File: src/hdl/fcsm_pkg.sv
package fcsm_pkg;
	localparam int ADDR_W = 19;
	localparam int DATA_W = 16;
	// host-side register offsets
	localparam logic [3:0] REG_CTRL = 4'h0;
	localparam logic [3:0] REG_ADDR = 4'h1;
	localparam logic [3:0] REG_DATA = 4'h2;
	localparam logic [3:0] REG_STAT = 4'h3;
	localparam logic [3:0] REG_RDAT = 4'h4;
	// ctrl register command codes (bits 2:0), bit 4 word mode
	localparam logic [2:0] CMD_NONE = 3'h0;
	localparam logic [2:0] CMD_READ = 3'h1;
	localparam logic [2:0] CMD_RESET = 3'h2;
	localparam logic [2:0] CMD_AUTOSEL = 3'h3;
	localparam logic [2:0] CMD_PROGRAM = 3'h4;
	localparam logic [2:0] CMD_UNPROT = 3'h5;
	localparam logic [2:0] CMD_UNPROT_END = 3'h6;
	localparam int CTRL_WORD_BIT = 4;
	// device command values; arbitrary defaults, set per part
	localparam logic [ADDR_W-1:0] UNLOCK1_ADDR = 19'h00555;
	localparam logic [ADDR_W-1:0] UNLOCK2_ADDR = 19'h002AA;
	localparam logic [7:0] UNLOCK1_DATA = 8'hAA;
	localparam logic [7:0] UNLOCK2_DATA = 8'h55;
	localparam logic [7:0] AUTOSEL_DATA = 8'h90;
	localparam logic [7:0] PROGRAM_DATA = 8'hA0;
	localparam logic [7:0] RESET_DATA = 8'hF0;
	// bus phase timing
	localparam int CLK_NS = 100;
	localparam int PHASE_NS = 100;
	localparam int PHASE_CYC = (PHASE_NS + CLK_NS - 1) / CLK_NS;
	localparam int PROG_TIMEOUT_US = 400;
	localparam int PROG_TIMEOUT_CYC = PROG_TIMEOUT_US * 1000 / CLK_NS;
	localparam int FLAG_BIT = 5;
	localparam int TOGGLE_BIT = 6;
endpackage

File: src/hdl/fcsm_host.sv
// Decided for this implementation: the plain strobed port and the register addresses.
`timescale 1ns/1ps
module fcsm_host (
	// clock and reset
	input wire logic sys_clk,
	input wire logic arst_n,
	// register port
	input wire logic [3:0] reg_addr,
	input wire logic [31:0] reg_wdata,
	input wire logic reg_wr,
	input wire logic reg_rd,
	output logic [31:0] reg_rdata,
	// flash pins
	output logic [fcsm_pkg::ADDR_W-1:0] flash_addr,
	input wire logic [fcsm_pkg::DATA_W-1:0] flash_dq_in,
	output logic [fcsm_pkg::DATA_W-1:0] flash_dq_out,
	output logic flash_dq_oe,
	output logic chip_enable_n,
	output logic write_enable_n,
	output logic output_enable_n,
	output logic width_select_n,
	output logic hard_reset_n,
	output logic unprotect_hv,
	input wire logic ready_busy_n
);
	import fcsm_pkg::*;
	typedef enum {ST_IDLE, ST_SETUP, ST_STROBE, ST_HOLD, ST_RDSTB,
		ST_RDCAP, ST_POLL, ST_GAP} fcsm_state_t;
	fcsm_state_t state;
	logic [DATA_W-1:0] dq_s1, dq_s;
	logic rb_s1, rb_s;
	logic [ADDR_W-1:0] op_addr;
	logic [DATA_W-1:0] op_data, rd_data;
	logic [2:0] op_cmd;
	logic [2:0] step;
	logic word_mode, busy, err_flag, poll_prev_valid;
	logic [DATA_W-1:0] poll_prev;
	logic [3:0] phase;
	logic [22:0] timeout;
	logic [ADDR_W-1:0] cyc_addr;
	logic [7:0] cyc_data;
	logic [2:0] n_cycles;
	logic phase_done, is_read_op, toggling;
	function automatic logic [ADDR_W-1:0] cmd_addr(input logic [2:0] s);
		cmd_addr = (s == 3'd1) ? UNLOCK2_ADDR : UNLOCK1_ADDR;
	endfunction
	assign phase_done = (phase == 4'(PHASE_CYC - 1));
	assign is_read_op = (op_cmd == CMD_READ);
	// autoselect and program: cycle addresses and data
	assign cyc_addr = (step == 3'd3) ? op_addr : cmd_addr(step);
	assign cyc_data = (step == 3'd0) ? UNLOCK1_DATA :
		(step == 3'd1) ? UNLOCK2_DATA :
		(step == 3'd3) ? op_data[7:0] :
		(op_cmd == CMD_AUTOSEL) ? AUTOSEL_DATA : PROGRAM_DATA;
	// full sequences only; reset ends autoselect
	// reset: one cycle; three cycles; four cycles
	assign n_cycles = (op_cmd == CMD_RESET) ? 3'd1 :
		(op_cmd == CMD_AUTOSEL) ? 3'd3 : 3'd4;
	assign toggling = poll_prev_valid &&
		(poll_prev[TOGGLE_BIT] != dq_s[TOGGLE_BIT]);
	always_ff @(posedge sys_clk or negedge arst_n) begin
		if (!arst_n) begin
			dq_s1 <= '0;
			dq_s <= '0;
			rb_s1 <= 1'b1;
			rb_s <= 1'b1;
		end else begin
			dq_s1 <= flash_dq_in;
			dq_s <= dq_s1;
			rb_s1 <= ready_busy_n;
			rb_s <= rb_s1;
		end
	end
	always_ff @(posedge sys_clk or negedge arst_n) begin
		if (!arst_n) begin
			op_addr <= '0;
			op_data <= '0;
			word_mode <= 1'b1;
			unprotect_hv <= 1'b0;
		end else if (reg_wr && state == ST_IDLE) begin
			if (reg_addr == REG_ADDR)
				op_addr <= reg_wdata[ADDR_W-1:0];
			if (reg_addr == REG_DATA)
				op_data <= reg_wdata[DATA_W-1:0];
			if (reg_addr == REG_CTRL) begin
				word_mode <= reg_wdata[CTRL_WORD_BIT];
				// temporary unprotect level on reset pin
				if (reg_wdata[2:0] == CMD_UNPROT)
					unprotect_hv <= 1'b1;
				if (reg_wdata[2:0] == CMD_UNPROT_END)
					unprotect_hv <= 1'b0;
			end
		end
	end
	// strobes held high from reset; output enable high on writes
	always_ff @(posedge sys_clk or negedge arst_n) begin
		if (!arst_n) begin
			state <= ST_IDLE;
			op_cmd <= CMD_NONE;
			step <= 3'd0;
			phase <= 4'h0;
			busy <= 1'b0;
			err_flag <= 1'b0;
			rd_data <= '0;
			poll_prev <= '0;
			poll_prev_valid <= 1'b0;
			timeout <= '0;
			chip_enable_n <= 1'b1;
			write_enable_n <= 1'b1;
			output_enable_n <= 1'b1;
			flash_addr <= '0;
			flash_dq_out <= '0;
			flash_dq_oe <= 1'b0;
		end else begin
			case (state)
			ST_IDLE: begin
				step <= 3'd0;
				phase <= 4'h0;
				if (reg_wr && reg_addr == REG_CTRL &&
					reg_wdata[2:0] inside {CMD_READ, CMD_RESET,
					CMD_AUTOSEL, CMD_PROGRAM}) begin
					op_cmd <= reg_wdata[2:0];
					busy <= 1'b1;
					if (reg_wdata[2:0] == CMD_PROGRAM)
						err_flag <= 1'b0;
					state <= (reg_wdata[2:0] == CMD_READ) ?
						ST_RDSTB : ST_SETUP;
				end
			end
			ST_SETUP: begin
				flash_addr <= (op_cmd == CMD_RESET) ? '0 : cyc_addr;
				flash_dq_out <= {8'h00,
					(op_cmd == CMD_RESET) ? RESET_DATA : cyc_data};
				flash_dq_oe <= 1'b1;
				output_enable_n <= 1'b1;
				state <= ST_STROBE;
			end
			ST_STROBE: begin
				chip_enable_n <= 1'b0;
				write_enable_n <= 1'b0;
				phase <= phase + 4'h1;
				if (phase_done) begin
					phase <= 4'h0;
					state <= ST_HOLD;
				end
			end
			// data stable across the rising strobe edge
			ST_HOLD: begin
				write_enable_n <= 1'b1;
				chip_enable_n <= 1'b1;
				step <= step + 3'd1;
				if (step + 3'd1 == n_cycles) begin
					// final cycle starts the program algorithm
					state <= (op_cmd == CMD_PROGRAM) ? ST_POLL : ST_GAP;
					poll_prev_valid <= 1'b0;
					timeout <= '0;
				end else begin
					state <= ST_SETUP;
				end
			end
			ST_RDSTB: begin
				flash_dq_oe <= 1'b0;
				flash_addr <= op_addr;
				chip_enable_n <= 1'b0;
				output_enable_n <= 1'b0;
				phase <= phase + 4'h1;
				if (phase == 4'(PHASE_CYC + 2)) begin
					phase <= 4'h0;
					state <= ST_RDCAP;
				end
			end
			ST_RDCAP: begin
				rd_data <= dq_s;
				chip_enable_n <= 1'b1;
				output_enable_n <= 1'b1;
				if (!is_read_op)
					poll_prev_valid <= 1'b1;
				state <= is_read_op ? ST_GAP : ST_POLL;
			end
			// no commands while busy; poll status by toggle bit
			ST_POLL: begin
				timeout <= timeout + 23'd1;
				poll_prev <= rd_data;
				if (poll_prev_valid && !toggling && rb_s) begin
					state <= ST_GAP;
				end else if (poll_prev_valid &&
					rd_data[FLAG_BIT] && toggling) begin
					// exceeded flag: restore array read by reset
					err_flag <= 1'b1;
					op_cmd <= CMD_RESET;
					step <= 3'd0;
					state <= ST_SETUP;
				end else if (timeout == 23'(PROG_TIMEOUT_CYC)) begin
					err_flag <= 1'b1;
					state <= ST_GAP;
				end else begin
					flash_addr <= op_addr;
					state <= ST_RDSTB;
				end
			end
			ST_GAP: begin
				flash_dq_oe <= 1'b0;
				busy <= 1'b0;
				state <= ST_IDLE;
			end
			default: state <= ST_IDLE;
			endcase
		end
	end
	// width select follows host word mode
	assign width_select_n = word_mode;
	// host never pulls hard reset; arst_n restart returns to idle and issues no sequence
	assign hard_reset_n = 1'b1;
	always_ff @(posedge sys_clk or negedge arst_n) begin
		if (!arst_n)
			reg_rdata <= '0;
		else if (reg_rd)
			case (reg_addr)
			REG_ADDR: reg_rdata <= 32'(op_addr);
			REG_DATA: reg_rdata <= 32'(op_data);
			REG_STAT: reg_rdata <= {28'h0, unprotect_hv, rb_s,
				err_flag, busy};
			REG_RDAT: reg_rdata <= 32'(rd_data);
			REG_CTRL: reg_rdata <= {27'h0, word_mode, 1'b0, op_cmd};
			default: reg_rdata <= 32'h0;
			endcase
		else
			reg_rdata <= 32'h0;
	end
	// never strobe a write with output enable low
	a_write_oe_high: assert property (
		@(posedge sys_clk) disable iff (!arst_n)
		!write_enable_n |-> output_enable_n)
		else $error("write strobe with output enable low");
	a_prog_final: assert property (
		@(posedge sys_clk) disable iff (!arst_n)
		state == ST_HOLD && op_cmd == CMD_PROGRAM && step == 3'd3 |=>
		state == ST_POLL)
		else $error("program not entering poll after fourth cycle");
	// address and data stable while strobes low
	a_addr_stable: assert property (
		@(posedge sys_clk) disable iff (!arst_n)
		!write_enable_n |-> $stable(flash_addr) && $stable(flash_dq_out))
		else $error("address moved during write strobe");
	a_data_stable: assert property (
		@(posedge sys_clk) disable iff (!arst_n)
		$rose(write_enable_n) |-> $stable(flash_dq_out) && flash_dq_oe)
		else $error("data not held at rising strobe");
	// exceeded flag forces a reset cycle
	a_flag_reset: assert property (
		@(posedge sys_clk) disable iff (!arst_n)
		state == ST_POLL && poll_prev_valid && toggling &&
		rd_data[FLAG_BIT] |=> op_cmd == CMD_RESET ##2
		flash_dq_out[7:0] == RESET_DATA)
		else $error("no reset after exceeded flag");
	// no register command taken while busy
	a_busy_ignored: assert property (
		@(posedge sys_clk) disable iff (!arst_n)
		busy && state != ST_GAP && state != ST_IDLE |=> busy)
		else $error("busy dropped mid operation");
endmodule

File: config.mk
export PLATFORM = sky130hd
export DESIGN_NAME = fcsm_host
export DESIGN_NICKNAME = d
export VERILOG_FILES = /design/src/hdl/fcsm_pkg.sv /design/src/hdl/fcsm_host.sv
export SDC_FILE = /design/constraint.sdc
export NUM_CORES = 1
export LEC_CHECK = 0
export ABC_AREA = 1
export ABC_CLOCK_PERIOD_IN_PS = 2500
export BUFFER_PORTS_ARGS = -buffer_cell sky130_fd_sc_hd__buf_2
export CORE_MARGIN = 2
export CORE_UTILIZATION = 55
export DETAILED_ROUTE_END_ITERATION = 16
export PLACE_DENSITY = 0.77
export SLEW_MARGIN = 20
export SYNTH_ARGS = -nofsm -noshare
export SYNTH_HDL_FRONTEND = slang
export SYNTH_SLANG_ARGS = --single-unit
File: constraint.sdc
create_clock -name sys_clk -period 2.5 [get_ports sys_clk]
set_input_delay 0.125 -clock sys_clk [delete_from_list [all_inputs] [get_ports sys_clk]]
set_output_delay 0.125 -clock sys_clk [all_outputs]
set_load 0.005 [all_outputs]
==> impl.org <==
** STA
- Final hold viol count :: 0
- Slew at the pin with the worst max-slew slack :: a little under 0.7 ns
- The number of pins with negative max-slew slack in the final report was 0.
- Setup repair after global routing missed its margin :: no
- Summed over all failing endpoints, the final setup total negative slack is 0 ns.
- Post-layout min period :: 2.02 ns
- Maximum clock skew at final layout :: approximately 0.0085 ns
- Count of final setup violators :: 0
- Post-route clock period utilization :: 0.807
- Static timing analysis puts the maximum clock frequency at ~500 MHz.
- Rel. slew slack :: 0.549

** Cells and area
- Final std cells w/o fill :: 1,284
- The area growth from synthesis to layout is 18.9%.
- Final core utilization :: 0.665
- Final design area excluding fillers :: 9630 sq um
- After filler insertion, the fill cell instance count of the layout stands at 1,179.
- Summing all flip-flop and latch instances after layout gives ~4400 sq um.
- In the final layout, the share of cells above drive strength 1 is 0.157.
- Number of nets in the layout :: 1,152
- Count of antenna diodes in the layout :: 0
- The multi-input combinational cells in the finished layout cover a total of between 2000 and 3000 sq um.

** Floorplan
- Number of standard-cell rows in the floorplan :: 44
- Die span in y :: 125 um
- The initial utilization of the core area, before any placement, comes to 0.559.
- The total area inside the core boundary comes to 14,500 sq um.
- Die boundary width :: 125 um
- During I/O placement, the number of pins put on the boundary was 131.
- Total Die Area :: 15,700 sq um

** Clocking
- Counting the buffers created by CTS gives 17.
- No sink is reached through more buffers than the 2 on the longest clock path.
- CTS Root Cell :: sky130_fd_sc_hd__clkbuf_16
- At the later pin of the worst-skew pair, clock insertion delay measures 0.43 ns.
- Resized cells post-CTS :: 0
- The H-tree was split into 4 levels.
- CTS saw 177 sinks.
- TritonCTS built the clock tree.
- Clock input transition at the sequential cells of the worst setup and hold paths :: 0.07 ns

** Min path
- Worst min-delay path category :: in2reg

** Global route
- Global routing finished with a remaining overflow of 0.
- Number of antenna violations at the first check in global routing :: 0
- First-pass GRT wire length :: 30,300 um
- Entering global routing, the biggest net connects 72 pins.
- For this run, the total global-route usage over all layers was measured as 0.242.
- Via count of the first global-routing pass :: 6,207

** Worst setup path
- Critical path class :: reg2reg
- Arrival time worst endpoint :: 2.34 ns
- The worst setup path is captured at a flop.
- The worst setup path is launched from a flop.
- In this run the worst path has a maximum fanout of 8.
- For the worst setup path, the data required time is 2.82 ns.

** Synthesis
- Count of cell types in the netlist :: 47
- The cell area that synthesis handed to floorplanning was 8100 sq um.
- The synthesized design contains 0 enable-type register cells.
- The most used flip-flop cell after synthesis is sky130_fd_sc_hd__dfrtp_1.
- Summed over all instances, the cell type with the most area after synthesis is sky130_fd_sc_hd__dfrtp_1.
- Sequential share of the synthesized area :: 0.548
- Mean area per synthesized cell :: around 8.5 sq um
- During synthesis, Yosys emitted a total of 0 warnings.
- Fraction of synthesis flops using an asynchronous set or reset pin :: 1.00
- By area the synthesized netlist is led by sky130_fd_sc_hd__dfrtp_1 (53%), sky130_fd_sc_hd__nand2_1 (12%), sky130_fd_sc_hd__o21ai_0 (6.0%).
- In this run, synthesis produced a sequential element count of 177.
- Share of the synthesized area in the top cell type :: 0.528
- In the synthesized netlist, the number of instances is roughly 950.

** Power and ir drop
- Highest ir drop seen on vdd :: about 560 uV
- In this run the power density over the cells is 973 nW/um^2.
- Leakage power :: between 0.004 and 0.005 uW

** Run
- Across the run, the number of max-cap violations was 0.

** Detailed routing
- Number of remaining DRC errors :: 0
- Count of vias placed by the detailed router :: 6,618
- Via density per instance :: 5.15
- Wires add up to 18,100 um.
- The first routing iteration left roughly 560 violations.
- After detailed routing, the average wire length per cell comes to 14.1 um.
- Number of iterations in the first detailed-routing pass :: 5
- Post-route antenna net violation count :: 0

** Outcome
- The run finished with clean final reports.

** Placed design
- Dpl cells :: about 1,200
- Dpl cell area :: 8690 sq um
- Routability congestion estimate from global placement :: 0.879
- Half-perimeter wire length after placement :: between 10,000 and 15,000 um
- Port bufs :: 95
routing by layer:
layer	vias to the layer above	routed length [um]	GRT usage	share of wire
met4	0	359	0.0824	0.020
met1	3094	8390	0.348	0.46
met2	229	8360	0.373	0.46
li1	3267	-	-	-
met5	-	0	0	0
met3	28	995	0.0462	0.055
registers in the layout, summed over array words and instances (netlist names), 3 cells and up:
signal and flops:
state 3, rd_data 16, op_addr 19, phase 4, flash_addr 19, dq_s1 16, op_cmd 3, dq_s 16
step 3, op_data 16, timeout 23, reg_rdata 19, flash_dq_out 8
Yosys cell counts (2+ instances only):
master,count
sky130_fd_sc_hd__nand3_2,2
sky130_fd_sc_hd__o22ai_1,12
sky130_fd_sc_hd__buf_2,8
sky130_fd_sc_hd__xor2_1,2
sky130_fd_sc_hd__o221ai_1,10
sky130_fd_sc_hd__nor3_1,12
sky130_fd_sc_hd__a21oi_1,30
sky130_fd_sc_hd__nor2_1,79
sky130_fd_sc_hd__inv_1,122
sky130_fd_sc_hd__ha_1,8
sky130_fd_sc_hd__nand3_1,46
sky130_fd_sc_hd__clkbuf_1,5
sky130_fd_sc_hd__o21ai_1,4
sky130_fd_sc_hd__nand2_1,257
sky130_fd_sc_hd__o21ai_0,97
sky130_fd_sc_hd__conb_1,2
sky130_fd_sc_hd__nor2_2,2
sky130_fd_sc_hd__buf_1,2
sky130_fd_sc_hd__o41ai_1,2
sky130_fd_sc_hd__nand2_2,2
sky130_fd_sc_hd__nand4_1,5
sky130_fd_sc_hd__dfstp_2,6
sky130_fd_sc_hd__a31oi_1,2
sky130_fd_sc_hd__inv_2,3
sky130_fd_sc_hd__buf_4,27
sky130_fd_sc_hd__o21ai_2,11
sky130_fd_sc_hd__dfrtp_1,171
path summary, 6_finish.rpt:
check	start	to	slack, ns	cells past startpoint
max in group asynchronous	arst_n	flash_addr[18]	1.46	3
worst min-delay path	reg_rd	reg_rdata[13]	0.04	3
worst max register to register	step[0]	timeout[14]	0.48	12
worst max-delay path	step[0]	timeout[14]	0.48	12
min in group asynchronous	arst_n	timeout[10]	0.28	2
worst min register to register	dq_s1[9]	dq_s[9]	0.35	0
cell families (layout without fill, tap and decap cells):
kind of cell	after synthesis	count (layout)	share of synthesized area
DFF	177	177	0.548
and+or+nand+nor	413	413	0.213
AOI/OAI and AO/OA	173	173	0.121
muxes	1	1	0.00139
buffers and inverters	171	302	0.0975
adders and majority gates	8	8	0.0124
other	2	22	0.000927
xor gates and xnor gates	4	4	0.00525
layout by cell type (no fill, tap or decap), types with 8 or more instances in the layout:
cell type	synthesis	layout
sky130_fd_sc_hd__conb_1	2	22
sky130_fd_sc_hd__o21ai_2	11	11
sky130_fd_sc_hd__nor2_1	79	79
sky130_fd_sc_hd__buf_2	8	94
sky130_fd_sc_hd__ha_1	8	8
sky130_fd_sc_hd__dfrtp_1	171	171
sky130_fd_sc_hd__o21ai_0	97	97
sky130_fd_sc_hd__nand2_1	257	257
sky130_fd_sc_hd__buf_4	27	11
sky130_fd_sc_hd__clkbuf_16	0	17
sky130_fd_sc_hd__nand3_1	46	46
sky130_fd_sc_hd__o22ai_1	12	12
sky130_fd_sc_hd__nor3_1	12	12
sky130_fd_sc_hd__dlygate4sd3_1	0	37
sky130_fd_sc_hd__o221ai_1	10	10
sky130_fd_sc_hd__a21oi_1	30	30
sky130_fd_sc_hd__inv_1	122	122
power breakdown:
| part | leakage, uW | internal [uW] | switching [uW] |
|---|---|---|---|
| combinational | 0.00243 | 965 | 1730 |
| clock | 0.000283 | 1420 | 1160 |
| sequential | 0.00219 | 3640 | 456 |
stage by stage:
stage	total power, uW	setup WS (ns)	hold WS (ns)
after floorplan	5940	0.745	-0.171
after global placement	6670	0.524	0.185
after detailed placement	6760	0.500	0.189
after CTS	9390	0.492	0.0195
after global routing	10000	0.306	0.0464
final	9370	0.483	0.0367
area by class of cell:
type	count	share of cell area
clock buffers	19	0.0460
clock inverters	13	0.0135
inverters	125	0.0487
multi-input cells	621	0.306
flip-flops and latches	177	0.461
well taps	184	0.0239
repair buffers	145	0.101
critical path, stage by stage, from the launching register on:
cell                      delay (ns)
sky130_fd_sc_hd__dfrtp_1        0.41
sky130_fd_sc_hd__ha_1           0.21
sky130_fd_sc_hd__ha_1           0.31
sky130_fd_sc_hd__nand3_1        0.08
sky130_fd_sc_hd__nand2_1        0.06
sky130_fd_sc_hd__nand2_1        0.05
sky130_fd_sc_hd__nor2_1         0.15
sky130_fd_sc_hd__nand3_2        0.19
sky130_fd_sc_hd__nand2_1        0.14
sky130_fd_sc_hd__buf_4          0.17
sky130_fd_sc_hd__inv_2          0.05
sky130_fd_sc_hd__nand2_1        0.05
sky130_fd_sc_hd__o21ai_1        0.06
timing repair:
item	in CTS	in global routing
hold buffers	37	0
setup buffers	0	0
endpoints found under the hold margin	114	0
No activity file was read; power rests on OpenSTA's default activity.
